$ cat config.mk
export PLATFORM = sky130hd
export DESIGN_NAME = subset_exec
export DESIGN_NICKNAME = d
export VERILOG_FILES = /design/src/shared/exec_pkg.sv /design/src/core/subset_exec.sv /design/src/core/data_ram.sv
export SDC_FILE = /design/constraint.sdc
export NUM_CORES = 1
export LEC_CHECK = 0
export ABC_CLOCK_PERIOD_IN_PS = 6250
export BUFFER_PORTS_ARGS = -buffer_cell sky130_fd_sc_hd__buf_2
export CAP_MARGIN = 15
export CORE_MARGIN = 4
export CORE_UTILIZATION = 52
export CTS_CLUSTER_DIAMETER = 50
export DETAILED_ROUTE_END_ITERATION = 12
export PLACE_DENSITY_LB_ADDON = 0.25
export RECOVER_POWER = 25
export SLEW_MARGIN = 0
export SYNTH_ARGS = -nofsm -noshare
export SYNTH_HDL_FRONTEND = slang
export SYNTH_SLANG_ARGS = --single-unit
export TNS_END_PERCENT = 50
$ cat constraint.sdc
create_clock -name pclk -period 6.25 [get_ports pclk]
set_input_delay 1.25 -clock pclk [delete_from_list [all_inputs] [get_ports pclk]]
set_output_delay 1.25 -clock pclk [all_outputs]
set_load 0.05 [all_outputs]
$ cat src/shared/exec_pkg.sv
// Constants, encodings and state types for the instruction subset executor
`default_nettype none
package exec_pkg;

  localparam int DATA_W  = 8;
  localparam int MEM_D   = 64;
  localparam int ADDR_W  = 6;
  localparam int PC_W    = 10;
  localparam int PADDR_W = 12;

  // Register byte offsets
  localparam logic [11:0] OFS_INSTR  = 12'h000;
  localparam logic [11:0] OFS_WORK   = 12'h004;
  localparam logic [11:0] OFS_FLAGS  = 12'h008;
  localparam logic [11:0] OFS_PC     = 12'h00C;
  localparam logic [11:0] OFS_STATUS = 12'h010;
  localparam logic [11:0] OFS_WAKE   = 12'h014;
  // Data memory window, one byte per word
  localparam logic [3:0]  MEM_PAGE   = 4'h1;

  // Instruction word fields
  localparam int INS_OP_LSB  = 0;
  localparam int INS_BIT_LSB = 4;
  localparam int INS_ADR_LSB = 8;
  localparam int INS_OPD_LSB = 16;

  // Flag register fields
  localparam int FLG_ZERO = 0;
  localparam int FLG_CARRY = 1;
  localparam int FLG_AUX  = 2;
  localparam int FLG_TOUT = 3;
  localparam int FLG_PDF  = 4;

  // Status register fields
  localparam int STS_BUSY   = 0;
  localparam int STS_HALTED = 1;
  localparam int STS_PRE_LSB = 8;
  localparam int STS_WD_LSB  = 16;

  // Reset values
  localparam logic [7:0] WORK_RST = 8'h00;
  localparam logic [9:0] PC_RST   = 10'h000;

  // Decimal adjust constants
  localparam logic [3:0] BCD_MAX   = 4'h9;
  localparam logic [8:0] ADJ_LOW   = 9'h006;
  localparam logic [8:0] ADJ_HIGH  = 9'h060;

  typedef enum logic [3:0] {
    bit_clear_op         = 4'h0,
    watchdog_kick_op     = 4'h1,
    bit_invert_op        = 4'h2,
    invert_to_work_op    = 4'h3,
    decimal_adjust_op    = 4'h4,
    minus_one_op         = 4'h5,
    minus_one_to_work_op = 4'h6,
    power_down_op        = 4'h7,
    plus_one_op          = 4'h8,
    plus_one_to_work_op  = 4'h9,
    jump_op              = 4'hA,
    copy_op              = 4'hB,
    copy_imm_op          = 4'hC,
    copy_store_op        = 4'hD
  } op_e;

  // Gray coded: idle, fetch, execute, dummy
  typedef enum logic [1:0] {
    ST_IDLE  = 2'b00,
    ST_FETCH = 2'b01,
    ST_EXEC  = 2'b11,
    ST_DUMMY = 2'b10
  } exec_state_e;

  typedef struct packed {
    exec_state_e        st;
    logic [3:0]         op;
    logic [2:0]         bsel;
    logic [ADDR_W-1:0]  addr;
    logic [PC_W-1:0]    operand;
    logic [DATA_W-1:0]  working_register;
    logic               zero_flag;
    logic               carry_flag;
    logic               aux_carry_flag;
    logic               timeout_flag;
    logic               powerdown_flag;
    logic               halted;
    logic [PC_W-1:0]    pc;
    logic [7:0]         wd_prescaler;
    logic [7:0]         watchdog_counter;
    logic               pready;
    logic               pslverr;
    logic               mem_pend;
    logic [31:0]        prdata;
  } core_state_s;

endpackage : exec_pkg
`default_nettype wire

$ cat src/core/subset_exec.sv
// Instruction subset executor with APB register access
//
// Functional notes
// - Bit clear zeroes one chosen bit of memory byte, flags untouched.
// - Watchdog kick resets watchdog and clears timeout and power-down flags.
// - Memory invert writes complement back, updates only zero flag.
// - Invert-to-work puts complement in working register, memory kept, zero only.
// - Decimal adjust adds six to low nibble if above nine or aux carry.
// - Decimal adjust adds six to high nibble if above nine or carry.
// - Decimal adjust touches only carry, set on decimal overflow past hundred.
// - Memory decrement stores byte minus one back, updates zero flag.
// - Decrement-to-work loads byte minus one into working register, zero flag.
// - Power-down stops execution, keeps memory and registers.
// - Power-down resets watchdog and prescaler, sets power-down, clears timeout.
// - Memory increment stores byte plus one back, updates zero flag.
// - Increment-to-work loads byte plus one into working register, zero flag.
// - Jump loads program counter, takes one extra dummy cycle (three in all), changes no flag.
// - Load move copies memory byte to working register, no flags.
// - Immediate move loads operand into working register, no flags.
// - Store move writes working register into memory byte, no flags.
`timescale 1ns/1ns
`default_nettype none
module subset_exec
  import exec_pkg::*;
#(
  parameter int MEM_DEPTH = exec_pkg::MEM_D
) (
  input  wire logic                        pclk,
  input  wire logic                        presetn,
  input  wire logic                        psel,
  input  wire logic                        penable,
  input  wire logic                        pwrite,
  input  wire logic [exec_pkg::PADDR_W-1:0] paddr,
  input  wire logic [31:0]                 pwdata,
  output var  logic [31:0]                 prdata,
  output var  logic                        pready,
  output var  logic                        pslverr
);
  import exec_pkg::*;

  initial begin
    if (MEM_DEPTH < 1 || MEM_DEPTH > (1 << ADDR_W)) begin
      $error("subset_exec: memory depth out of range");
    end
  end

  ////////////////////////////////////////////////////////////////////////////
  core_state_s r;
  core_state_s next_r;

  logic [DATA_W-1:0] mem_rdata;
  logic              mem_we;
  logic [ADDR_W-1:0] mem_waddr;
  logic [DATA_W-1:0] mem_wdata;
  logic [ADDR_W-1:0] mem_raddr;

  logic access;
  logic in_mem;
  logic busy;
  logic apb_commit;
  logic [ADDR_W-1:0] win_addr;

  assign access     = psel & penable;
  assign in_mem     = (paddr[11:8] == MEM_PAGE) && (paddr[1:0] == 2'b00);
  assign busy       = (r.st != ST_IDLE);
  assign win_addr   = paddr[ADDR_W+1:2];
  // Write side effects happen only at the edge where the master sees pready
  assign apb_commit = r.pready & access & pwrite & ~r.pslverr;

  data_ram #(
    .WIDTH(DATA_W),
    .DEPTH(MEM_DEPTH),
    .AW   (ADDR_W)
  ) u_ram (
    .pclk (pclk),
    .we   (mem_we),
    .waddr(mem_waddr),
    .wdata(mem_wdata),
    .raddr(mem_raddr),
    .rdata(mem_rdata)
  );

  // Operand fetch owns the read port; bus reads use it only while idle
  assign mem_raddr = (r.st == ST_FETCH) ? r.addr : win_addr;

  ////////////////////////////////////////////////////////////////////////////
  // Decimal adjust datapath
  logic [8:0] daa_low;
  logic [8:0] daa_full;
  logic       daa_carry;

  always_comb begin
    daa_low = {1'b0, r.working_register};
    if (r.working_register[3:0] > BCD_MAX || r.aux_carry_flag) begin
      daa_low = {1'b0, r.working_register} + ADJ_LOW;
    end
    daa_full = daa_low;
    if (daa_low[7:4] > BCD_MAX || r.carry_flag || daa_low[8]) begin
      daa_full = {1'b0, daa_low[7:0]} + ADJ_HIGH;
    end
    // Carry only ever set, so chained adds keep a prior overflow
    daa_carry = r.carry_flag | daa_low[8] | daa_full[8];
  end

  ////////////////////////////////////////////////////////////////////////////
  // Next state
  always_comb begin
    logic [7:0] res;
    logic [7:0] bmask;
    logic       pre_wrap;
    logic       tout_evt;
    res       = 8'h00;
    tout_evt  = 1'b0;
    bmask     = 8'h01 << r.bsel;
    pre_wrap  = 1'b0;
    next_r    = r;
    mem_we    = 1'b0;
    mem_waddr = r.addr;
    mem_wdata = 8'h00;

    // Watchdog runs only while the core clock is on
    if (!r.halted) begin
      next_r.wd_prescaler = r.wd_prescaler + 8'h01;
      pre_wrap = (r.wd_prescaler == 8'hFF);
      if (pre_wrap) begin
        next_r.watchdog_counter = r.watchdog_counter + 8'h01;
      end
    end

    unique case (r.st)
      ST_IDLE: begin
      end
      ST_FETCH: begin
        next_r.st = ST_EXEC;
      end
      ST_EXEC: begin
        next_r.st = ST_IDLE;
        next_r.pc = r.pc + 10'h001;
        case (r.op)
          bit_clear_op: begin
            mem_we    = 1'b1;
            mem_wdata = mem_rdata & ~bmask;
          end
          watchdog_kick_op: begin
            next_r.wd_prescaler     = 8'h00;
            next_r.watchdog_counter = 8'h00;
            next_r.timeout_flag     = 1'b0;
            next_r.powerdown_flag   = 1'b0;
          end
          bit_invert_op: begin
            res       = ~mem_rdata;
            mem_we    = 1'b1;
            mem_wdata = res;
            next_r.zero_flag = (res == 8'h00);
          end
          invert_to_work_op: begin
            res = ~mem_rdata;
            next_r.working_register = res;
            next_r.zero_flag = (res == 8'h00);
          end
          decimal_adjust_op: begin
            mem_we    = 1'b1;
            mem_wdata = daa_full[7:0];
            next_r.carry_flag = daa_carry;
          end
          minus_one_op: begin
            res       = mem_rdata - 8'h01;
            mem_we    = 1'b1;
            mem_wdata = res;
            next_r.zero_flag = (res == 8'h00);
          end
          minus_one_to_work_op: begin
            res = mem_rdata - 8'h01;
            next_r.working_register = res;
            next_r.zero_flag = (res == 8'h00);
          end
          power_down_op: begin
            next_r.halted           = 1'b1;
            next_r.wd_prescaler     = 8'h00;
            next_r.watchdog_counter = 8'h00;
            next_r.powerdown_flag   = 1'b1;
            next_r.timeout_flag     = 1'b0;
          end
          plus_one_op: begin
            res       = mem_rdata + 8'h01;
            mem_we    = 1'b1;
            mem_wdata = res;
            next_r.zero_flag = (res == 8'h00);
          end
          plus_one_to_work_op: begin
            res = mem_rdata + 8'h01;
            next_r.working_register = res;
            next_r.zero_flag = (res == 8'h00);
          end
          jump_op: begin
            next_r.pc = r.operand;
            next_r.st = ST_DUMMY;
          end
          copy_op: begin
            next_r.working_register = mem_rdata;
          end
          copy_imm_op: begin
            next_r.working_register = r.operand[7:0];
          end
          copy_store_op: begin
            mem_we    = 1'b1;
            mem_wdata = r.working_register;
          end
          default: begin
            // Unassigned codes only advance the program counter
          end
        endcase
      end
      ST_DUMMY: begin
        next_r.st = ST_IDLE;
      end
      default: begin
        next_r.st = ST_IDLE;
      end
    endcase

    // Timeout event beats any clear in the same cycle
    tout_evt = !r.halted && pre_wrap && (r.watchdog_counter == 8'hFF);
    if (tout_evt) begin
      next_r.timeout_flag = 1'b1;
    end

    //////////////////////////////////////////////////////////////////////////
    // APB slave: one wait state, two for memory reads, more for memory accesses while busy
    if (r.pready) begin
      next_r.pready  = 1'b0;
      next_r.pslverr = 1'b0;
      if (apb_commit) begin
        if (in_mem) begin
          mem_we    = 1'b1;
          mem_waddr = win_addr;
          mem_wdata = pwdata[7:0];
        end else begin
          unique case (paddr)
            OFS_INSTR: begin
              next_r.st      = ST_FETCH;
              next_r.op      = pwdata[INS_OP_LSB +: 4];
              next_r.bsel    = pwdata[INS_BIT_LSB +: 3];
              next_r.addr    = pwdata[INS_ADR_LSB +: ADDR_W];
              next_r.operand = pwdata[INS_OPD_LSB +: PC_W];
            end
            OFS_WORK: begin
              next_r.working_register = pwdata[7:0];
            end
            OFS_FLAGS: begin
              next_r.zero_flag      = pwdata[FLG_ZERO];
              next_r.carry_flag     = pwdata[FLG_CARRY];
              next_r.aux_carry_flag = pwdata[FLG_AUX];
              // Software may clear, but a same-cycle timeout wins
              next_r.timeout_flag   = pwdata[FLG_TOUT] | tout_evt;
              next_r.powerdown_flag = pwdata[FLG_PDF];
            end
            OFS_WAKE: begin
              next_r.halted = r.halted & ~pwdata[0];
            end
            default: begin
            end
          endcase
        end
      end
    end else if (access) begin
      next_r.prdata = 32'h0000_0000;
      if (in_mem) begin
        if (pwrite) begin
          next_r.pready = ~busy;
        end else if (!busy && !r.mem_pend) begin
          next_r.mem_pend = 1'b1;
        end else if (r.mem_pend) begin
          next_r.mem_pend    = 1'b0;
          next_r.pready      = 1'b1;
          next_r.prdata[7:0] = mem_rdata;
        end
      end else begin
        next_r.pready = 1'b1;
        unique case (paddr)
          OFS_INSTR: begin
            next_r.pslverr = pwrite & (busy | r.halted);
            next_r.prdata[INS_OP_LSB +: 4]       = r.op;
            next_r.prdata[INS_BIT_LSB +: 3]      = r.bsel;
            next_r.prdata[INS_ADR_LSB +: ADDR_W] = r.addr;
            next_r.prdata[INS_OPD_LSB +: PC_W]   = r.operand;
          end
          OFS_WORK: begin
            next_r.pslverr     = pwrite & busy;
            next_r.prdata[7:0] = r.working_register;
          end
          OFS_FLAGS: begin
            next_r.pslverr = pwrite & busy;
            next_r.prdata[FLG_ZERO]  = r.zero_flag;
            next_r.prdata[FLG_CARRY] = r.carry_flag;
            next_r.prdata[FLG_AUX]   = r.aux_carry_flag;
            next_r.prdata[FLG_TOUT]  = r.timeout_flag;
            next_r.prdata[FLG_PDF]   = r.powerdown_flag;
          end
          OFS_PC: begin
            next_r.pslverr = pwrite;
            next_r.prdata[PC_W-1:0] = r.pc;
          end
          OFS_STATUS: begin
            next_r.pslverr = pwrite;
            next_r.prdata[STS_BUSY]          = busy;
            next_r.prdata[STS_HALTED]        = r.halted;
            next_r.prdata[STS_PRE_LSB +: 8]  = r.wd_prescaler;
            next_r.prdata[STS_WD_LSB +: 8]   = r.watchdog_counter;
          end
          OFS_WAKE: begin
          end
          default: begin
            next_r.pslverr = 1'b1;
          end
        endcase
      end
    end
  end

  ////////////////////////////////////////////////////////////////////////////
  always_ff @(posedge pclk or negedge presetn) begin
    if (!presetn) begin
      r                  <= '0;
      r.st               <= ST_IDLE;
      r.working_register <= WORK_RST;
      r.pc               <= PC_RST;
    end else begin
      r <= next_r;
    end
  end

  assign prdata  = r.prdata;
  assign pready  = r.pready;
  assign pslverr = r.pslverr;

endmodule : subset_exec
`default_nettype wire

$ cat src/core/data_ram.sv
// Byte-wide data memory with registered read port
`timescale 1ns/1ns
`default_nettype none
module data_ram #(
  parameter int WIDTH = 8,
  parameter int DEPTH = 64,
  parameter int AW    = 6
) (
  input  wire logic             pclk,
  input  wire logic             we,
  input  wire logic [AW-1:0]    waddr,
  input  wire logic [WIDTH-1:0] wdata,
  input  wire logic [AW-1:0]    raddr,
  output var  logic [WIDTH-1:0] rdata
);

  initial begin
    if (DEPTH > (1 << AW) || WIDTH < 1) begin
      $error("data_ram: depth does not fit address width");
    end
  end

  logic [WIDTH-1:0] mem [DEPTH];

  // No reset: contents survive reset and power-down alike
  always_ff @(posedge pclk) begin
    if (we) begin
      mem[waddr] <= wdata;
    end
    rdata <= mem[raddr];
  end

endmodule : data_ram
`default_nettype wire

Word-level counts from Yosys, hierarchy flattened
Memories as Yosys holds them, arrays and structs flattened. A register that Yosys moved wholly into a read port is not among the register bits.
Cells that the tools add are included.

operators by class
  add/subtract/negate cells = 7
  magnitude comparators = 2
  equal/unequal tests = 26
  shift operators = 1
  multiplexer cells = 65
  bitwise logic cells = 20
  reduce and logical (&&, ||, !) cells = 30

operator list
  kind                 count
  $mux 39              3
  $mux 8               10
  $pmux 8 s6           1
  $pmux 8 s5           1
  $mux 35              1
  $mux 16              2
  $mux 29              1
  $mux 25              1
  $add 8x1->8 const B  3
  $eq 12x4->1 const B  2
  $eq 12x5->1 const B  2
  $eq 4x4->1 const B   6
  $logic_not 8->1      3
  $mux 6               4
  $mux 1               20
  $mux 10              2
  $mux 18              1
  $mux 9               2
  $pmux 2 s3           3
  $eq 4x3->1 const B   4
  $eq 8x8->1 const B   2
  $not 8->8            2
  $pmux 8 s2           1
  $eq 12x3->1 const B  1
  36 further kinds     73

word-level totals
  register bits after elaboration = 94
  RAM bits = 512
  input bits = 49
  output and inout port bits = 34
  memories = 1

memories
  memory     depth  bits a word  read ports  clocked after memory_dff  write ports  line            RTL
  u_ram.mem  64     8            1           1                         1            data_ram.sv:23  logic [WIDTH-1:0] mem [DEPTH];

Longest topological paths before layout
Gate-level depths: netlist of run 1.

  depth after elaboration = 14
  depth in mapped cells = 11
  depth with buffers taken out = 9

By module
Synthesis of run 1 repeated with hierarchy kept, for this count alone.

second synthesis, totals
  cell total of the unflattened synthesis = 1688
  area total of the unflattened synthesis = 26691.8 um^2

modules (own cells, without submodules)
  module       times used  cells each  area an instance (um^2)  sequential area each (um^2)
  data_ram     1           940         20166.8                  15534.9
  subset_exec  1           748         6525.0                   2352.3

Worst setup path after synthesis of run 1
No wires, ideal clock.

  path kind = input port to flip-flop
  start = in psel
  end = mem u_ram.mem[0][4] (data pin)
  arrival = 4.713 ns
  setup slack = 0.818 ns
  cell stages on the path = 6
  path through = nand2_1 > or3_1 > nor2_2 > buf_4 > clkbuf_1 > o31ai_1

between the ends
  cells in the longest elaborated chain, start to end = 6

ends and longest elaborated chain
  what                      line                RTL
  start, declared           subset_exec.sv:30   input wire logic psel,
  $and 1x1->1               subset_exec.sv:63   assign access = psel & penable;
  $and 1x1->1 (3 in a row)  subset_exec.sv:68   assign apb_commit = r.pready & access & pwrite & ~r.pslverr;
  $mux 8                    subset_exec.sv:233  if (apb_commit) begin
  $mux 8                    subset_exec.sv:230  if (r.pready) begin
  via mem_wdata[4]          subset_exec.sv:54   logic [DATA_W-1:0] mem_wdata;
  end, declared             data_ram.sv:23

The timed path passes the listed nets, and every way through them passes these cells.

==> results of run 1 <==
==> area by class of cell <==
cell class                      count  area, sq um  share of cell area
Multi-Input combinational cell   1393         8741              0.2786
Tap cell                          696        870.8             0.02776
Clock inverter                     43        485.5             0.01548
Sequential cell                   614        17890              0.5702
Inverter                          171        643.1             0.02050
Timing Repair Buffer              120        748.2             0.02385
Clock buffer                       90         1993             0.06354
==> state kept, by name, summed over array words and instances (netlist names) <==
signal / cells
prdata: 26
r: 66
u_ram.mem: 512
pready: 1
pslverr: 1
u_ram.rdata: 8
==> cells in the final DEF (no fill, tap or decap), types with 8 or more instances in the layout <==
cell / n
a211oi_1: 226
a21oi_1: 109
a221oi_1: 66
a222oi_1: 17
a22o_1: 9
a22oi_1: 9
a31oi_1: 21
buf_2: 37
buf_4: 39
clkbuf_1: 45
clkbuf_16: 75
clkinv_2: 14
dfrtp_1: 94
dfxtp_1: 8
edfxtp_1: 512
ha_1: 9
inv_1: 170
mux2i_1: 61
nand2_1: 320
nand2b_1: 19
nand3_1: 42
nand3b_1: 17
nand4_1: 12
nor2_1: 115
nor2b_1: 15
nor3_1: 36
nor4_1: 29
o21ai_0: 49
o22ai_1: 16
o311ai_0: 36
xnor2_1: 24
xor2_1: 15
==> cells by family (layout without fill, tap and decap cells) <==
| family | Yosys count | count (layout) | synth area share |
|---|---|---|---|
| AO/OA/AOI/OAI | 612 | 612 | 0.1548 |
| XOR/XNOR | 39 | 39 | 0.01213 |
| adder cells (fa/ha/maj) | 9 | 9 | 0.003999 |
| buffers and inverters | 380 | 424 | 0.05897 |
| flip-flops | 614 | 614 | 0.6353 |
| multiplexers | 76 | 76 | 0.02755 |
| other | 1 | 6 | 0.0001332 |
| AND/OR/NAND/NOR | 651 | 651 | 0.1072 |
==> final timing paths <==
check / startpoint / end / slack, ns / depth (start not counted)
min in group asynchronous: presetn / r[38] / 1.30 / 1
worst max register to register: r[97] / u_ram.mem[26][5] / 1.52 / 6
worst min-delay path: prdata[0] / prdata[0] / 0.49 / 2
max in group asynchronous: presetn / r[64] / 3.25 / 2
worst min register to register: prdata[0] / prdata[0] / 0.49 / 2
worst max-delay path: paddr[5] / r[66] / 1.36 / 6
==> stage by stage <==
step                      hold WS [ns]  cell area [sq um]  setup slack, ns
after floorplan                 0.4510              28180           0.8179
after global placement          0.4622              28960            1.698
after detailed placement        0.4737              28960            1.489
after CTS                       0.4854              31440            2.147
after global routing            0.5142              31370            1.201
final                           0.4913              31370            1.360
==> power by group <==
part	switching (mW)	internal [mW]	total, mW
clock network	1.75	2.52	4.28
logic	0.272	0.119	0.392
registers	0.0485	4.39	4.44
==> worst reg2reg max path: stages (launching register included) <==
cell and delay (ns):
dfrtp_1 0.31, clkbuf_1 1.37, nand2b_1 0.48, nor3_1 0.56, a221oi_1 0.22, a22oi_1 0.41
clkbuf_1 0.99
==> metal layers <==
metal,vias up,wire length (microns)
li1,8914,-
met1,9969,32140
met2,1054,36250
met3,182,7633
met4,0,3174
met5,-,0
==> run summary, run 1 <==
DR pass1 iterations: 5
Number of synthesized flops with an enable pin: 512
Post-DP HPWL: 49740 microns
Outcome: finished with violations
Post-synth cell types: 79
Setup TNS: 0 ns
Starting Density: 0.5243
Clock Latency Late Sink: 0.64 ns
Top FF cell, synth: edfxtp_1
CP Launch Type: input pin
Crit-path cells: clkbuf_1 > or4_1 > nor3_1 > nand2_1 > nor4_1 > a221oi_1
Drt total wl: 79200 microns
GR Layer Usage met1: 0.3720
Vias in the first global route: 19363
I/O Buffers: 68
Post-synth top area share: 0.5460
Core area: 0.05371 sq mm
DP Cell Count: 2990
Drt initial violations: 2368
Fin. Hold Viols: 0
Detailed-route DRC error count: 0
Synth area leader: edfxtp_1
Synth area leaders: edfxtp_1 (55%), dfrtp_1 (8.4%), a211oi_1 (6.0%), nand2_1 (4.3%), mux2i_1 (2.3%)
Die Span Y: 240.7 microns
H-Tree Depth: 3
Bufs and invs on worst path: 1
Share of layout cells above drive strength 1: 0.09955
All-Layer GR Usage: 0.2699
Nets: 2432
Seq/Total Area, Yosys: 0.6353
Worst slew pin tran: 2.445 ns
Max Cap Viol: 5
Fin crit period: 4.890 ns
Worst path top cell family by delay: simple AND/OR/NAND/NOR gates
Endpoint class of the critical path: register
GR met3 Demand/Resource: 0.06011
Most instantiated library cell after synthesis: edfxtp_1
Final worst path period share: 0.7824
Max Clock Freq: 204.5 MHz
CTS clk-pin slew, worst paths: 0.05 ns
Fraction of registers with async set/reset: 0.1531
CP arrival: 5.24 ns
Num CTS Buffers: 74
Area growth, synth to finish: 11.41%
Total gr overflow: 0
# hold bufs at CTS: 0
Post-synthesis cell count: 2382
Max-slew violations: 137
# resized after CTS: 0
Max VDD drop: 0.2540 mV
GRT met2 Usage: 0.4204
CTS tree: done
Worst Path Required: 6.60 ns
CTS Sinks: 614
Post-route ant nets: 0
Ports: 83
Row count: 85
Final std cells w/o fill: 3127
Clock tree buffer depth: 3
Die extent in x: 240.7 microns
WS Path Type: in2reg
Grt peak-use layer: met2
Min-delay worst type: reg2reg
Max incr delay on CP: 1.90 ns
Pwr/cell area: 290.3 mW/mm^2
Antenna violations before repair: 0
Crit-path max FO: 10
First-pass GRT wire length: 118500 microns
Via count: 20119
Static Leak: 11.08 nW
Failing checks: max-capacitance violations, max-slew violations
DR vias/cell: 6.434
Root buffer cell: clkbuf_16
ANT cells: 0
FF+latch count, synth: 614
Slowest cell on the critical path: nor4_1
Gp weighted congestion: 0.9191
Unrepaired setup endpoints after global routing: no
Final setup viols: 0
Synth Cell Area: 0.02816 sq mm
Post-synth top cells: edfxtp_1 (512), nand2_1 (319), a211oi_1 (226)
# fillers: 4297
YS warnings: 0
Relative slew slack: -0.6448
Clock skew: 0.04559 ns
Post-CTS setup buffers: 0
Syn avg cell area: 11.82 sq um
Overall Power: 9.107 mW
DR WL/cell: 25.33 microns
Largest net degree at the start of global routing: 112
Fin util: 0.5841
DIE AREA: 0.05793 sq mm
Power figures use the tool's default switching activity.
==> run 2, diff against run 1 <==
Settings changed: ABC_CLOCK_PERIOD_IN_PS 6250 to 4080.
Clock period 6.25 ns to 4.08 ns, I/O delays scaled along.
==> run summary, run 2 (same netlist as run 1, synthesis figures left out) <==
# hold bufs at CTS: 0
CP arrival: 4.10 ns
Final worst path period share: 0.8797
Vias in the first global route: 19605
Fin util: 0.5939
Most flops, register: u_ram.mem
Post-route ant nets: 0
CTS clk-pin slew, worst paths: 0.06 ns
Fin. Hold Viols: 0
Post-CTS setup buffers: 0
Static Leak: 11.49 nW
Worst Path Required: 4.59 ns
# resized after CTS: 0
Max reg flops: 512
Internal power: 10.58 mW
Gp weighted congestion: 0.9073
Max-slew violations: 70
DP Cell Count: 3082
Failing checks: max-capacitance violations, max-slew violations
Pwr/cell area: 427.0 mW/mm^2
Switching Fraction: 0.2230
Clock skew: 0.02108 ns
Nets: 2517
Post-DP HPWL: 51830 microns
H-Tree Depth: 3
Endpoint class of the critical path: register
Total gr overflow: 0
Die Span Y: 240.7 microns
Clock Latency Late Sink: 0.62 ns
Clk network pwr share: 0.455
Clock tree buffer depth: 3
Final setup viols: 0
Share of layout cells above drive strength 1: 0.1208
DIE AREA: 0.05793 sq mm
Seq pwr share: 0.499
Starting Density: 0.5243
Detailed-route DRC error count: 0
Comb power frac: 0.046
CTS Sinks: 614
Num CTS Buffers: 71
Max Clock Freq: 278.6 MHz
# fillers: 4296
DR pass1 iterations: 6
Relative slew slack: -0.1521
Antenna violations before repair: 0
Die extent in x: 240.7 microns
Core area: 0.05371 sq mm
Hold Slack: 0.3997 ns
First-pass GRT wire length: 121100 microns
CP Launch Type: input pin
Area growth, synth to finish: 13.29%
Final Cell Area: 0.03190 sq mm
Max Cap Viol: 1
Unrepaired setup endpoints after global routing: no
All-Layer GR Usage: 0.2742
DR WL/cell: 24.96 microns
Placed inst area: 0.02980 sq mm
Via count: 20542
Worst slew pin tran: 1.728 ns
Largest net degree at the start of global routing: 91
CTS tree: done
WS Path Type: in2reg
Ports: 83
Min-delay worst type: in2reg
Crit-path max FO: 9
DR vias/cell: 6.409
Max VDD drop: 0.3953 mV
Leading cell type in the layout, fill and taps excluded: edfxtp_1
Net Sw Power: 3.038 mW
Final std cells w/o fill: 3205
Most frequent cells in the layout: edfxtp_1 (512), nand2_1 (320), a211oi_1 (226)
Row count: 85
Root buffer cell: clkbuf_16
Fin crit period: 3.589 ns
I/O Buffers: 68
Drt total wl: 80010 microns
Drt initial violations: 2661
ANT cells: 0
Outcome: finished with violations
-- run 2: worst max-delay path: stages --
cell	delay, ns
clkbuf_1	0.22
or4_1	0.61
nor3_1	0.52
nand2_1	0.35
nor4_2	1.12
clkbuf_4	0.35
nand2_1	0.05
o31ai_1	0.06
-- run 2: cell type report --
class	count	area [sq um]	share of cell area
timing repair buffer	208	1529	0.04793
clock buffer	92	1951	0.06115
clock inverter	31	312.8	0.009806
sequential	614	17890	0.5608
inverter	171	643.1	0.02016
tap	696	870.8	0.02730
multi-input combinational	1393	8705	0.2729
-- run 2: stage by stage --
stage / setup slack [ns] / power (mW) / setup TNS [ns]
after floorplan: -0.7881 / 7.276 / -109.31
after global placement: 0.2363 / 7.530 / 0
after detailed placement: 0.09723 / 7.539 / 0
after CTS: 0.7068 / 13.69 / 0
after global routing: 0.3197 / 14.02 / 0
final: 0.4908 / 13.62 / 0
-- run 2: final timing paths --
path / slack (ns) / to / depth (start not counted) / start
max: 0.49 / r[65] / 8 / paddr[5]
min: 0.40 / r[86] / 3 / pwdata[9]
max reg2reg: 0.55 / u_ram.mem[62][2] / 8 / r[95]
min reg2reg: 0.48 / prdata[1] / 2 / prdata[1]
max in group asynchronous: 1.44 / r[66] / 2 / presetn
min in group asynchronous: 0.67 / prdata[20] / 1 / presetn
-- run 2: power by group through the flow --
stage	clock network, mW	logic (mW)	registers [mW]
global route	6.56	0.670	6.79
CTS	6.28	0.623	6.79
finish	6.20	0.628	6.79
global placement	0	0.609	6.92
floorplan	0	0.408	6.87
detailed placement	0	0.619	6.92
-- run 2: routing by layer --
metal,vias up,GRT usage,wire [microns],share of wire
met3,227,0.05291,7440,0.093
li1,9094,-,-,-
met4,0,0.1119,3553,0.044
met1,10109,0.3936,32900,0.41
met5,-,0,0,0
met2,1112,0.4160,36120,0.45
